===== config.mk =====
export PLATFORM = sky130hd
export DESIGN_NAME = pmc_top
export DESIGN_NICKNAME = d
export VERILOG_FILES = /design/src/hdl/pmc_pkg.sv /design/src/hdl/pmc_top.sv
export SDC_FILE = /design/constraint.sdc
export NUM_CORES = 1
export LEC_CHECK = 0
export BUFFER_PORTS_ARGS = -buffer_cell sky130_fd_sc_hd__buf_2
export CORE_UTILIZATION = 37
export CTS_CLUSTER_DIAMETER = 120
export CTS_CLUSTER_SIZE = 30
export DETAILED_ROUTE_END_ITERATION = 10
export GPL_TIMING_DRIVEN = 0
export PLACE_DENSITY_LB_ADDON = 0.15
export SLEW_MARGIN = 5
export SYNTH_ARGS = -nofsm -noshare
export SYNTH_HDL_FRONTEND = slang
export SYNTH_SLANG_ARGS = --single-unit
export TNS_END_PERCENT = 100

===== constraint.sdc =====
create_clock -name sys_clk -period 2.8 [get_ports sys_clk]
set_clock_uncertainty 0.2 [all_clocks]
set_input_delay 0.28 -clock sys_clk [delete_from_list [all_inputs] [get_ports sys_clk]]
set_output_delay 0.28 -clock sys_clk [all_outputs]
set_load 0.03 [all_outputs]

===== src/hdl/pmc_pkg.sv =====
package pmc_pkg;
  typedef enum logic [1:0] {
    PMC_MODE_ACTIVE,
    PMC_MODE_ALT_ACTIVE,
    PMC_MODE_SLEEP,
    PMC_MODE_HIBERNATE
  } pmc_mode_t;

  localparam int          PMC_SUBSYS_W      = 8;
  localparam int          PMC_CPU_BIT       = 0;
  localparam int          PMC_FLASH_BIT     = 1;
  localparam int          PMC_CLK_MHZ       = 100;
  localparam int          PMC_RESUME_US     = 15;
  localparam int          PMC_RESUME_CYC    = PMC_RESUME_US * PMC_CLK_MHZ;
  localparam int          PMC_CNT_W         = 11;
  localparam logic [7:0]  PMC_ACT_TPL_RST   = 8'hff;
  localparam logic [7:0]  PMC_ALT_TPL_RST   = 8'hfc;
  localparam logic [7:0]  PMC_SLEEP_KEEP    = 8'h00;
  localparam logic [1:0]  PMC_REQ_ALT       = 2'h1;
  localparam logic [1:0]  PMC_REQ_SLEEP     = 2'h2;
  localparam logic [1:0]  PMC_REQ_HIB       = 2'h3;
  localparam logic [1:0]  PMC_SLPCLK_LSO    = 2'h1;
  localparam logic [1:0]  PMC_SLPCLK_XTAL   = 2'h2;
endpackage


===== src/hdl/pmc_top.sv =====
`timescale 1ns/1ps
// Functional notes
// - Four modes: active, alt active, sleep, hibernate
// - Separate templates for active and alt active
// - Active template gates clocks of disabled resources
// - Template changes apply immediately while running
// - CPU may stop itself; wakeup restarts it
// - Wakeup forces active mode and CPU on
// - Active mode after reset
// - Alt active uses its own smaller template
// - Sleep disables most; timewheel and RTC stay
// - Sleep: write entry, buzzed regulators, slow clocks
// - Leaving sleep waits 15 us resume
// - Hibernate stops clocks; only pin wakeup
// - Hibernate leaves only hibernate regulator on
// - Internal regulators on after power-up
// - Hibernate exit only by pin interrupt
module pmc_top
  import pmc_pkg::*;
(
  input  wire logic                    sys_clk,
  input  wire logic                    rst_b,
  input  wire logic                    clk_en,
  input  wire logic [PMC_SUBSYS_W-1:0] act_tpl_wdata,
  input  wire logic                    act_tpl_we,
  input  wire logic [PMC_SUBSYS_W-1:0] alt_tpl_wdata,
  input  wire logic                    alt_tpl_we,
  input  wire logic [1:0]              mode_req,
  input  wire logic                    mode_req_we,
  input  wire logic                    cpu_halt_req,
  input  wire logic                    slp_clk_xtal_sel,
  input  wire logic                    reg_disable,
  input  wire logic                    reg_disable_we,
  input  wire logic                    wk_comparator,
  input  wire logic                    wk_pin_interrupt_unit,
  input  wire logic                    wk_i2c,
  input  wire logic                    wk_rtc,
  input  wire logic                    wk_central_timewheel,
  input  wire logic                    wk_low_voltage_detect,
  input  wire logic                    wk_irq,
  output logic      [PMC_SUBSYS_W-1:0] subsys_clk_en,
  output logic                         cpu_en,
  output logic      [1:0]              mode_out,
  output logic                         sys_clk_run,
  output logic      [1:0]              slp_clk_sel,
  output logic                         timewheel_rtc_en,
  output logic                         dig_reg_en,
  output logic                         ana_reg_en,
  output logic                         reg_buzz,
  output logic                         hib_reg_en,
  output logic                         resuming,
  output logic      [PMC_SUBSYS_W-1:0] act_tpl_rd,
  output logic      [PMC_SUBSYS_W-1:0] alt_tpl_rd
);

  localparam logic [PMC_CNT_W-1:0] RESUME_LAST = PMC_CNT_W'(PMC_RESUME_CYC - 1);

  logic                    rst_s1_reg;
  logic                    rst_s2_reg;
  logic [6:0]              wk_s1_reg;
  logic [6:0]              wk_s2_reg;
  logic [6:0]              wk_raw;
  pmc_mode_t               mode_reg;
  pmc_mode_t               mode_next;
  logic [PMC_SUBSYS_W-1:0] act_tpl_reg;
  logic [PMC_SUBSYS_W-1:0] alt_tpl_reg;
  logic                    cpu_off_reg;
  logic                    cpu_off_next;
  logic                    ext_reg_off_reg;
  logic                    resume_reg;
  logic                    resume_next;
  logic [PMC_CNT_W-1:0]    resume_cnt_reg;
  logic [PMC_CNT_W-1:0]    resume_cnt_next;
  logic                    any_wake;
  logic                    sleep_wake;
  logic                    hib_wake;
  logic                    wake_evt;
  logic [PMC_SUBSYS_W-1:0] tpl_sel;
  logic [PMC_SUBSYS_W-1:0] clk_en_next;

  // Wakeup lines come from other domains and the pads
  assign wk_raw = {wk_irq, wk_low_voltage_detect, wk_central_timewheel, wk_rtc,
                   wk_i2c, wk_pin_interrupt_unit, wk_comparator};

  always_ff @(posedge sys_clk or negedge rst_b) begin
    if (!rst_b) begin
      rst_s1_reg <= 1'b0;
      rst_s2_reg <= 1'b0;
    end else begin
      rst_s1_reg <= 1'b1;
      rst_s2_reg <= rst_s1_reg;
    end
  end

  always_ff @(posedge sys_clk or negedge rst_s2_reg) begin
    if (!rst_s2_reg) begin
      wk_s1_reg <= 7'h00;
      wk_s2_reg <= 7'h00;
    end else if (clk_en) begin
      wk_s1_reg <= wk_raw;
      wk_s2_reg <= wk_s1_reg;
    end
  end

  // Sleep accepts only its documented sources; hibernate only pins
  assign any_wake   = |wk_s2_reg;
  assign sleep_wake = |wk_s2_reg[5:0];
  assign hib_wake   = wk_s2_reg[1];

  always_comb begin
    mode_next       = mode_reg;
    resume_next     = resume_reg;
    resume_cnt_next = resume_cnt_reg;
    wake_evt        = 1'b0;
    case (mode_reg)
      PMC_MODE_ACTIVE, PMC_MODE_ALT_ACTIVE: begin
        wake_evt = any_wake;
        if (mode_req_we) begin
          case (mode_req)
            PMC_REQ_ALT:   mode_next = PMC_MODE_ALT_ACTIVE;
            PMC_REQ_SLEEP: mode_next = PMC_MODE_SLEEP;
            PMC_REQ_HIB:   mode_next = PMC_MODE_HIBERNATE;
            default:       mode_next = PMC_MODE_ACTIVE;
          endcase
        end
        // Wakeup in the same cycle overrides a mode write
        if (any_wake) begin
          mode_next = PMC_MODE_ACTIVE;
        end
      end
      PMC_MODE_SLEEP: begin
        if (resume_reg) begin
          if (resume_cnt_reg == RESUME_LAST) begin
            resume_next     = 1'b0;
            resume_cnt_next = '0;
            mode_next       = PMC_MODE_ACTIVE;
            wake_evt        = 1'b1;
          end else begin
            resume_cnt_next = resume_cnt_reg + PMC_CNT_W'(1);
          end
        end else if (sleep_wake) begin
          resume_next     = 1'b1;
          resume_cnt_next = '0;
        end
      end
      PMC_MODE_HIBERNATE: begin
        if (hib_wake) begin
          mode_next = PMC_MODE_ACTIVE;
          wake_evt  = 1'b1;
        end
      end
      default: mode_next = PMC_MODE_ACTIVE;
    endcase
  end

  // Halt request loses to a simultaneous wakeup
  assign cpu_off_next = wake_evt ? 1'b0 : (cpu_halt_req ? 1'b1 : cpu_off_reg);

  always_ff @(posedge sys_clk or negedge rst_s2_reg) begin
    if (!rst_s2_reg) begin
      mode_reg       <= PMC_MODE_ACTIVE;
      resume_reg     <= 1'b0;
      resume_cnt_reg <= '0;
      cpu_off_reg    <= 1'b0;
    end else if (clk_en) begin
      mode_reg       <= mode_next;
      resume_reg     <= resume_next;
      resume_cnt_reg <= resume_cnt_next;
      cpu_off_reg    <= cpu_off_next;
    end
  end

  always_ff @(posedge sys_clk or negedge rst_s2_reg) begin
    if (!rst_s2_reg) begin
      act_tpl_reg     <= PMC_ACT_TPL_RST;
      alt_tpl_reg     <= PMC_ALT_TPL_RST;
      ext_reg_off_reg <= 1'b0;
    end else if (clk_en) begin
      if (act_tpl_we) act_tpl_reg <= act_tpl_wdata;
      if (alt_tpl_we) alt_tpl_reg <= alt_tpl_wdata;
      if (reg_disable_we) ext_reg_off_reg <= reg_disable;
    end
  end

  // Template chosen by mode; low-power modes ignore templates
  always_comb begin
    case (mode_next)
      PMC_MODE_ACTIVE:     tpl_sel = act_tpl_reg;
      PMC_MODE_ALT_ACTIVE: tpl_sel = alt_tpl_reg;
      PMC_MODE_SLEEP:      tpl_sel = PMC_SLEEP_KEEP;
      default:             tpl_sel = '0;
    endcase
  end

  // CPU bit forced on at wakeup, else off if it halted itself
  always_comb begin
    clk_en_next = tpl_sel;
    if (cpu_off_next) clk_en_next[PMC_CPU_BIT] = 1'b0;
    if (wake_evt) clk_en_next[PMC_CPU_BIT] = 1'b1;
  end

  always_ff @(posedge sys_clk or negedge rst_s2_reg) begin
    if (!rst_s2_reg) begin
      subsys_clk_en    <= PMC_ACT_TPL_RST;
      cpu_en           <= 1'b1;
      mode_out         <= 2'h0;
      sys_clk_run      <= 1'b1;
      slp_clk_sel      <= 2'h0;
      timewheel_rtc_en <= 1'b1;
      dig_reg_en       <= 1'b1;
      ana_reg_en       <= 1'b1;
      reg_buzz         <= 1'b0;
      hib_reg_en       <= 1'b1;
      resuming         <= 1'b0;
      act_tpl_rd       <= PMC_ACT_TPL_RST;
      alt_tpl_rd       <= PMC_ALT_TPL_RST;
    end else if (clk_en) begin
      subsys_clk_en    <= clk_en_next;
      cpu_en           <= clk_en_next[PMC_CPU_BIT];
      mode_out         <= mode_next;
      sys_clk_run      <= (mode_next == PMC_MODE_ACTIVE) ||
                          (mode_next == PMC_MODE_ALT_ACTIVE);
      slp_clk_sel      <= (mode_next == PMC_MODE_SLEEP) ?
                          (slp_clk_xtal_sel ? PMC_SLPCLK_XTAL : PMC_SLPCLK_LSO)
                          : 2'h0;
      timewheel_rtc_en <= (mode_next != PMC_MODE_HIBERNATE);
      dig_reg_en       <= (mode_next != PMC_MODE_HIBERNATE) && !ext_reg_off_reg;
      ana_reg_en       <= (mode_next != PMC_MODE_HIBERNATE) && !ext_reg_off_reg;
      reg_buzz         <= (mode_next == PMC_MODE_SLEEP) && !resume_next;
      hib_reg_en       <= 1'b1;
      resuming         <= resume_next;
      act_tpl_rd       <= act_tpl_reg;
      alt_tpl_rd       <= alt_tpl_reg;
    end
  end
endmodule // pmc_top


After elaboration in Yosys (flattened, before gate mapping)
Index checks and enable logic that the tools add are counted.
{ "totals": {"output_inout_bits": 36, "word_cells": 71, "ff_bits": 79} }
{ "op_classes": {"reduce_logical": 15, "add_sub_neg": 1, "n_eq_ne": 10, "mux": 25} }
{ "ops": {"columns": ["operator", "count"], "rows": [
  ["11-bit two-way mux", 3],
  ["8-bit case mux with 2 select lines", 1],
  ["2-bit two-way mux", 7],
  ["2-bit case mux with 3 select lines", 2],
  ["11-bit by 1-bit adder with 11-bit output (second input constant)", 1],
  ["11-bit == test (second input constant)", 1],
  ["1-bit two-way mux", 11],
  ["2-bit == test (second input constant)", 5],
  ["7-bit OR reduction", 1],
  ["2-bit by 1-bit == test with 1-bit output (second input constant)", 3],
  ["2-bit AND reduction", 3],
  ["6-bit OR reduction", 1],
  ["2-bit zero test", 2],
  ["1-bit case mux with 3 select lines", 1],
  ["3-bit AND reduction", 1],
  ["1-bit logical AND", 2],
  ["1-bit zero test", 2],
  ["2-bit != test (second input constant)", 1],
  ["2-bit nonzero test", 1],
  ["2-bit OR reduction", 1],
  ["1-bit logical OR", 1]
]} }

Logic depth before layout (Yosys ltp)
{ "depth": {"word_depth": 9, "mapped_depth": 6, "ltp_nobuf": 5} }

Worst setup path before layout
Ideal clock, no wire load.
{ "synth_timing": {"path_type": "flip-flop to flip-flop", "startpoint": "reg resume_cnt_reg[5]", "endpoint": "reg resume_cnt_reg[10]", "t_required_ns": 2.476, "setup_slack_ns": 0.854, "arrival_time_ns": 1.622, "n_path_buf": 1, "path_stages_with_launch": 6, "cell_sequence": "dfrtp_1 or3b_4 o311a_1 buf_6 a41o_1 o31a_1"} }
{ "synth_between": {"elab_chain_cells": 3, "word_cells_on_any_way": 4, "cone_classes": "add/sub (1); eq/ne (1); mux (2)"} }
{ "synth_lines": {"columns": ["element", "line_no", "rtl"], "rows": [
  ["from (decl)", "pmc_top.sv:72", "logic [PMC_CNT_W-1:0] resume_cnt_reg;"],
  ["from (signal assigned)", "pmc_top.sv:168", "resume_cnt_reg <= resume_cnt_next;"],
  ["11-bit by 1-bit adder with 11-bit output / 11-bit == test (equally long branches)", "pmc_top.sv:139, pmc_top.sv:133", null],
  ["11-bit two-way mux *", "pmc_top.sv:133", "if (resume_cnt_reg == RESUME_LAST) begin"],
  ["11-bit two-way mux *", "pmc_top.sv:132", "if (resume_reg) begin"]
]} }
Mark *: on every way between the ends. The rest lies on a longest branch, timed or not.
A chain may end at the register's enable or synchronous reset.

Worst setup path in the final report
{ "layout_timing": {"startpoint": "reg resume_cnt_reg[0]", "endpoint": "reg subsys_clk_en[0]"} }
{ "layout_between": {"elab_chain_cells": 8, "word_cells_on_any_way": 13, "cone_classes": "eq/ne (2); mux (10); reduce/logical (1)"} }
{ "layout_lines": {"columns": ["element", "line_no", "rtl"], "rows": [
  ["11-bit == test *", "pmc_top.sv:133", null],
  ["2-bit two-way mux", "pmc_top.sv:133", null],
  ["2-bit two-way mux", "pmc_top.sv:132", null],
  ["2-bit case mux with 3 select lines", "pmc_top.sv:115", "case (mode_reg)"],
  ["2-bit by 1-bit == test with 1-bit output / 2-bit zero test (equally long branches)", "pmc_top.sv:187", "case (mode_next)"],
  ["8-bit case mux with 2 select lines", "pmc_top.sv:187", null],
  ["1-bit two-way mux", "pmc_top.sv:198", "if (cpu_off_next) clk_en_next[PMC_CPU_BIT] = 1'b0;"],
  ["1-bit two-way mux *", "pmc_top.sv:199", "if (wake_evt) clk_en_next[PMC_CPU_BIT] = 1'b1;"],
  ["to (signal assigned)", "pmc_top.sv:218", "subsys_clk_en <= clk_en_next;"],
  ["to (decl)", "pmc_top.sv:41", "output logic [PMC_SUBSYS_W-1:0] subsys_clk_en,"]
]} }
Marks and branches as above.

==> impl_metrics.csv <==
group,metric,value,unit
outcome,status,"completed",
min_path,hold_path.class,"input port to async pin",
grt,gr-total-overflow,0,
sta,layout_setup_ws,0.6276,ns
detailed_routing,ant_nets,0,
finish,fillCellCount,817,
clock_network,cts_root_buf,"clkbuf_8",
clock_network,post_cts_resized,0,
grt,grt_busiest_layer,"met2",
finish,diodes,0,
floorplan,start_util,38.84,%
critical_path,cp.required,2.87,ns
clock_network,clock_sinks,78,
logic_synthesis,yosysSeqAreaShare,57.93,%
finish,nets,407,
clock_network,postCtsSetupBuffers,0,
floorplan,dieArea,9724,sq um
clock_network,ctsHoldBuffers,26,
floorplan,coreArea,8891,sq um
finish,area_growth,28.26,%
finish,largest_reg_flops,11,
floorplan,ios,71,
finish,drive_above_1_share,50.27,%
place,dp_slack,0.5879,ns
pwr,peakVddDrop,0.3786,mV
clock_network,clkLatencyLatePin,0.35,ns
sta,finalSetupViolations,0,
logic_synthesis,yosysUniqueCellTypes,51,
critical_path,r2r_end,"subsys_clk_en[0]",
logic_synthesis,synthFlopType,"dfstp_2",
finish,multi_input_area,1328,sq um
critical_path,reg2reg_depth,5,
pwr,p_per_area,735.7,nW/um^2
logic_synthesis,syn_area,3453,sq um
critical_path,path_max_fanout,10,
sta,min_period_over_period,77.58,%
place,hpwlAfterDp,5.117,mm
grt,grtUsageTotal,16.76,%
detailed_routing,routedWlPerCell,15.26,um
sta,max-slew-margin-rel,51.72,%
logic_synthesis,synth_edf_count,0,
detailed_routing,viasPerCell,4.983,
run,maxCapViolCount,0,
pwr,p_leak,0.001945,uW
grt,met2_usage,26.22,%
grt,antenna_found_initial,0,
grt,grt_pass1_wl,12.59,mm
sta,hold-worst-slack,0.03097,ns
grt,use_met1,22.15,%
sta,tightest_slew,0.7241,ns
detailed_routing,first_iter_violations,87,
logic_synthesis,syn_inst,263,
critical_path,end_kind,"flop",
floorplan,core.rowCount,34,
sta,rsz0062_at_grt,"no",
floorplan,die_w,98.61,um
place,io_buffers,69,
finish,regArea,2004,sq um
clock_network,path_clk_slew,0.08,ns
floorplan,die_h,98.61,um
grt,grt_max_degree,44,
clock_network,cts-htree-levels,3,
grt,grt_pass1_vias,2534,
critical_path,timing.rr.start,"resume_cnt_reg[0]",
detailed_routing,drtPass1Iterations,4,
logic_synthesis,avgSynthCellArea,13.13,sq um
critical_path,crit_arrival,2.24,ns
sta,tns,0,ns
detailed_routing,vias,2412,
logic_synthesis,yosys_register_bits,78,
critical_path,start_kind,"flop",
logic_synthesis,synth-async-reset-ratio,100.0,%
clock_network,cts_tree,"built",
sta,fin_crit,2.172,ns
clock_network,cts_buffers,9,
place,place.gp.congestion,0.7345,
clock_network,clk_path_buf_depth,2,
sta,maxSlewViolCount,0,
detailed_routing,routed_wl,7.388,mm
logic_synthesis,yosys_warnings,0,
grt,gr-usage-met3,5.532,%
detailed_routing,drc,0,
critical_path,criticalPathCategory,"flop to flop",
sta,finalHoldViolCount,0,
sta,clock.fmax,460.3,MHz
critical_path,reg2reg_slack,0.63,ns
==> power breakdown <==
group | internal (uW) | switching [uW]
combinational | 352 | 480
sequential | 1400 | 163
clock | 442 | 419
==> through the flow <==
step | cell area (sq um) | power (uW) | utilization (%) | cells
5_1_grt | 4429 | 3439 | 49.82 | 484
4_1_cts | 4429 | 3305 | 49.82 | 484
3_3_place_gp | 3938 | 2373 | 44.29 | 441
2_1_floorplan | 3457 | 2150 | - | 264
6_report | 4429 | 3258 | 49.82 | 484
3_5_place_dp | 3969 | 2398 | 44.64 | 442
==> metal layers <==
layer / vias up / share of wire [%]
met5: - / 0
met2: 55 / 46
met3: 9 / 5.0
met1: 1186 / 47
met4: 0 / 1.2
li1: 1162 / -
==> cell usage after synthesis, drive strengths merged (2+ instances only) <==
cell	instances	area, sq um
mux2	51	574.3
dfrtp	39	975.9
dfstp	39	1025
nand2	18	67.56
inv	15	56.30
o22ai	9	56.30
buf	8	53.80
mux2i	8	80.08
clkbuf	5	18.77
nand3	5	25.02
nor2	5	18.77
o21ai	5	25.02
nand3b	4	30.03
nor4	4	40.04
nand2b	3	18.77
nor3	3	15.01
o21a	3	22.52
o31ai	3	22.52
o41ai	3	45.05
a21o	2	15.01
a221o	2	20.02
a22o	2	18.77
a31oi	2	12.51
and3b	2	17.52
o221ai	2	23.77
o22a	2	17.52
o31a	2	17.52
==> worst max path at each step <==
stage                                  from               end  slack [ns]
after floorplan                  rst_s2_reg     alt_tpl_rd[0]        0.34
after global placement           rst_s2_reg      wk_s1_reg[0]       -0.64
after detailed placement             clk_en     alt_tpl_rd[0]        0.59
after CTS                 resume_cnt_reg[0]  subsys_clk_en[0]        0.60
after global routing      resume_cnt_reg[0]  subsys_clk_en[0]        0.44
final                     resume_cnt_reg[0]  subsys_clk_en[0]        0.63
==> final cells by class <==
class,count,share of cell area [%]
sequential,78,45.25
multi-input combinational,158,29.97
timing repair buffer,96,14.29
clock buffer,12,3.277
tap,108,3.051
buffer,13,1.638
inverter,15,1.271
clock inverter,4,1.243
==> critical path, cell delays in order, from the launching register on <==
cell,delay [ns]
dfrtp_1,0.39
ha_1,0.24
nand4b_1,0.28
nor4_4,0.41
o221ai_2,0.31
o221ai_1,0.27
==> kinds of logic after synthesis <==
logic type                 after synthesis  synth area share [%]
AOI/OAI and AO/OA                       45                 10.54
adders and majority gates                1                0.3623
buffers and inverters                   28                 3.732
DFF                                     78                 57.93
muxes                                   59                 18.95
other                                    1                0.1086
and+or+nand+nor                         51                 8.370
==> cell usage in the layout (no fill, tap or decap), types with 2 or more instances in the layout <==
cell type	instances
buf_2	70
mux2_2	51
dfstp_2	39
dfrtp_1	38
dlygate4sd3_1	26
nand2_1	18
inv_1	15
clkbuf_8	10
o22ai_1	9
mux2i_1	8
clkbuf_1	7
nand3_1	5
o21ai_0	5
nor2_1	5
nand3b_1	4
buf_4	4
o31ai_1	3
nor4_1	3
nor3_1	3
nand2b_1	3
o21a_1	3
buf_1	2
and3b_1	2
o31a_1	2
o41ai_1	2
a21o_1	2
a31oi_1	2
a221o_1	2
o22a_1	2
conb_1	2
(Power assumes the default switching activity.)
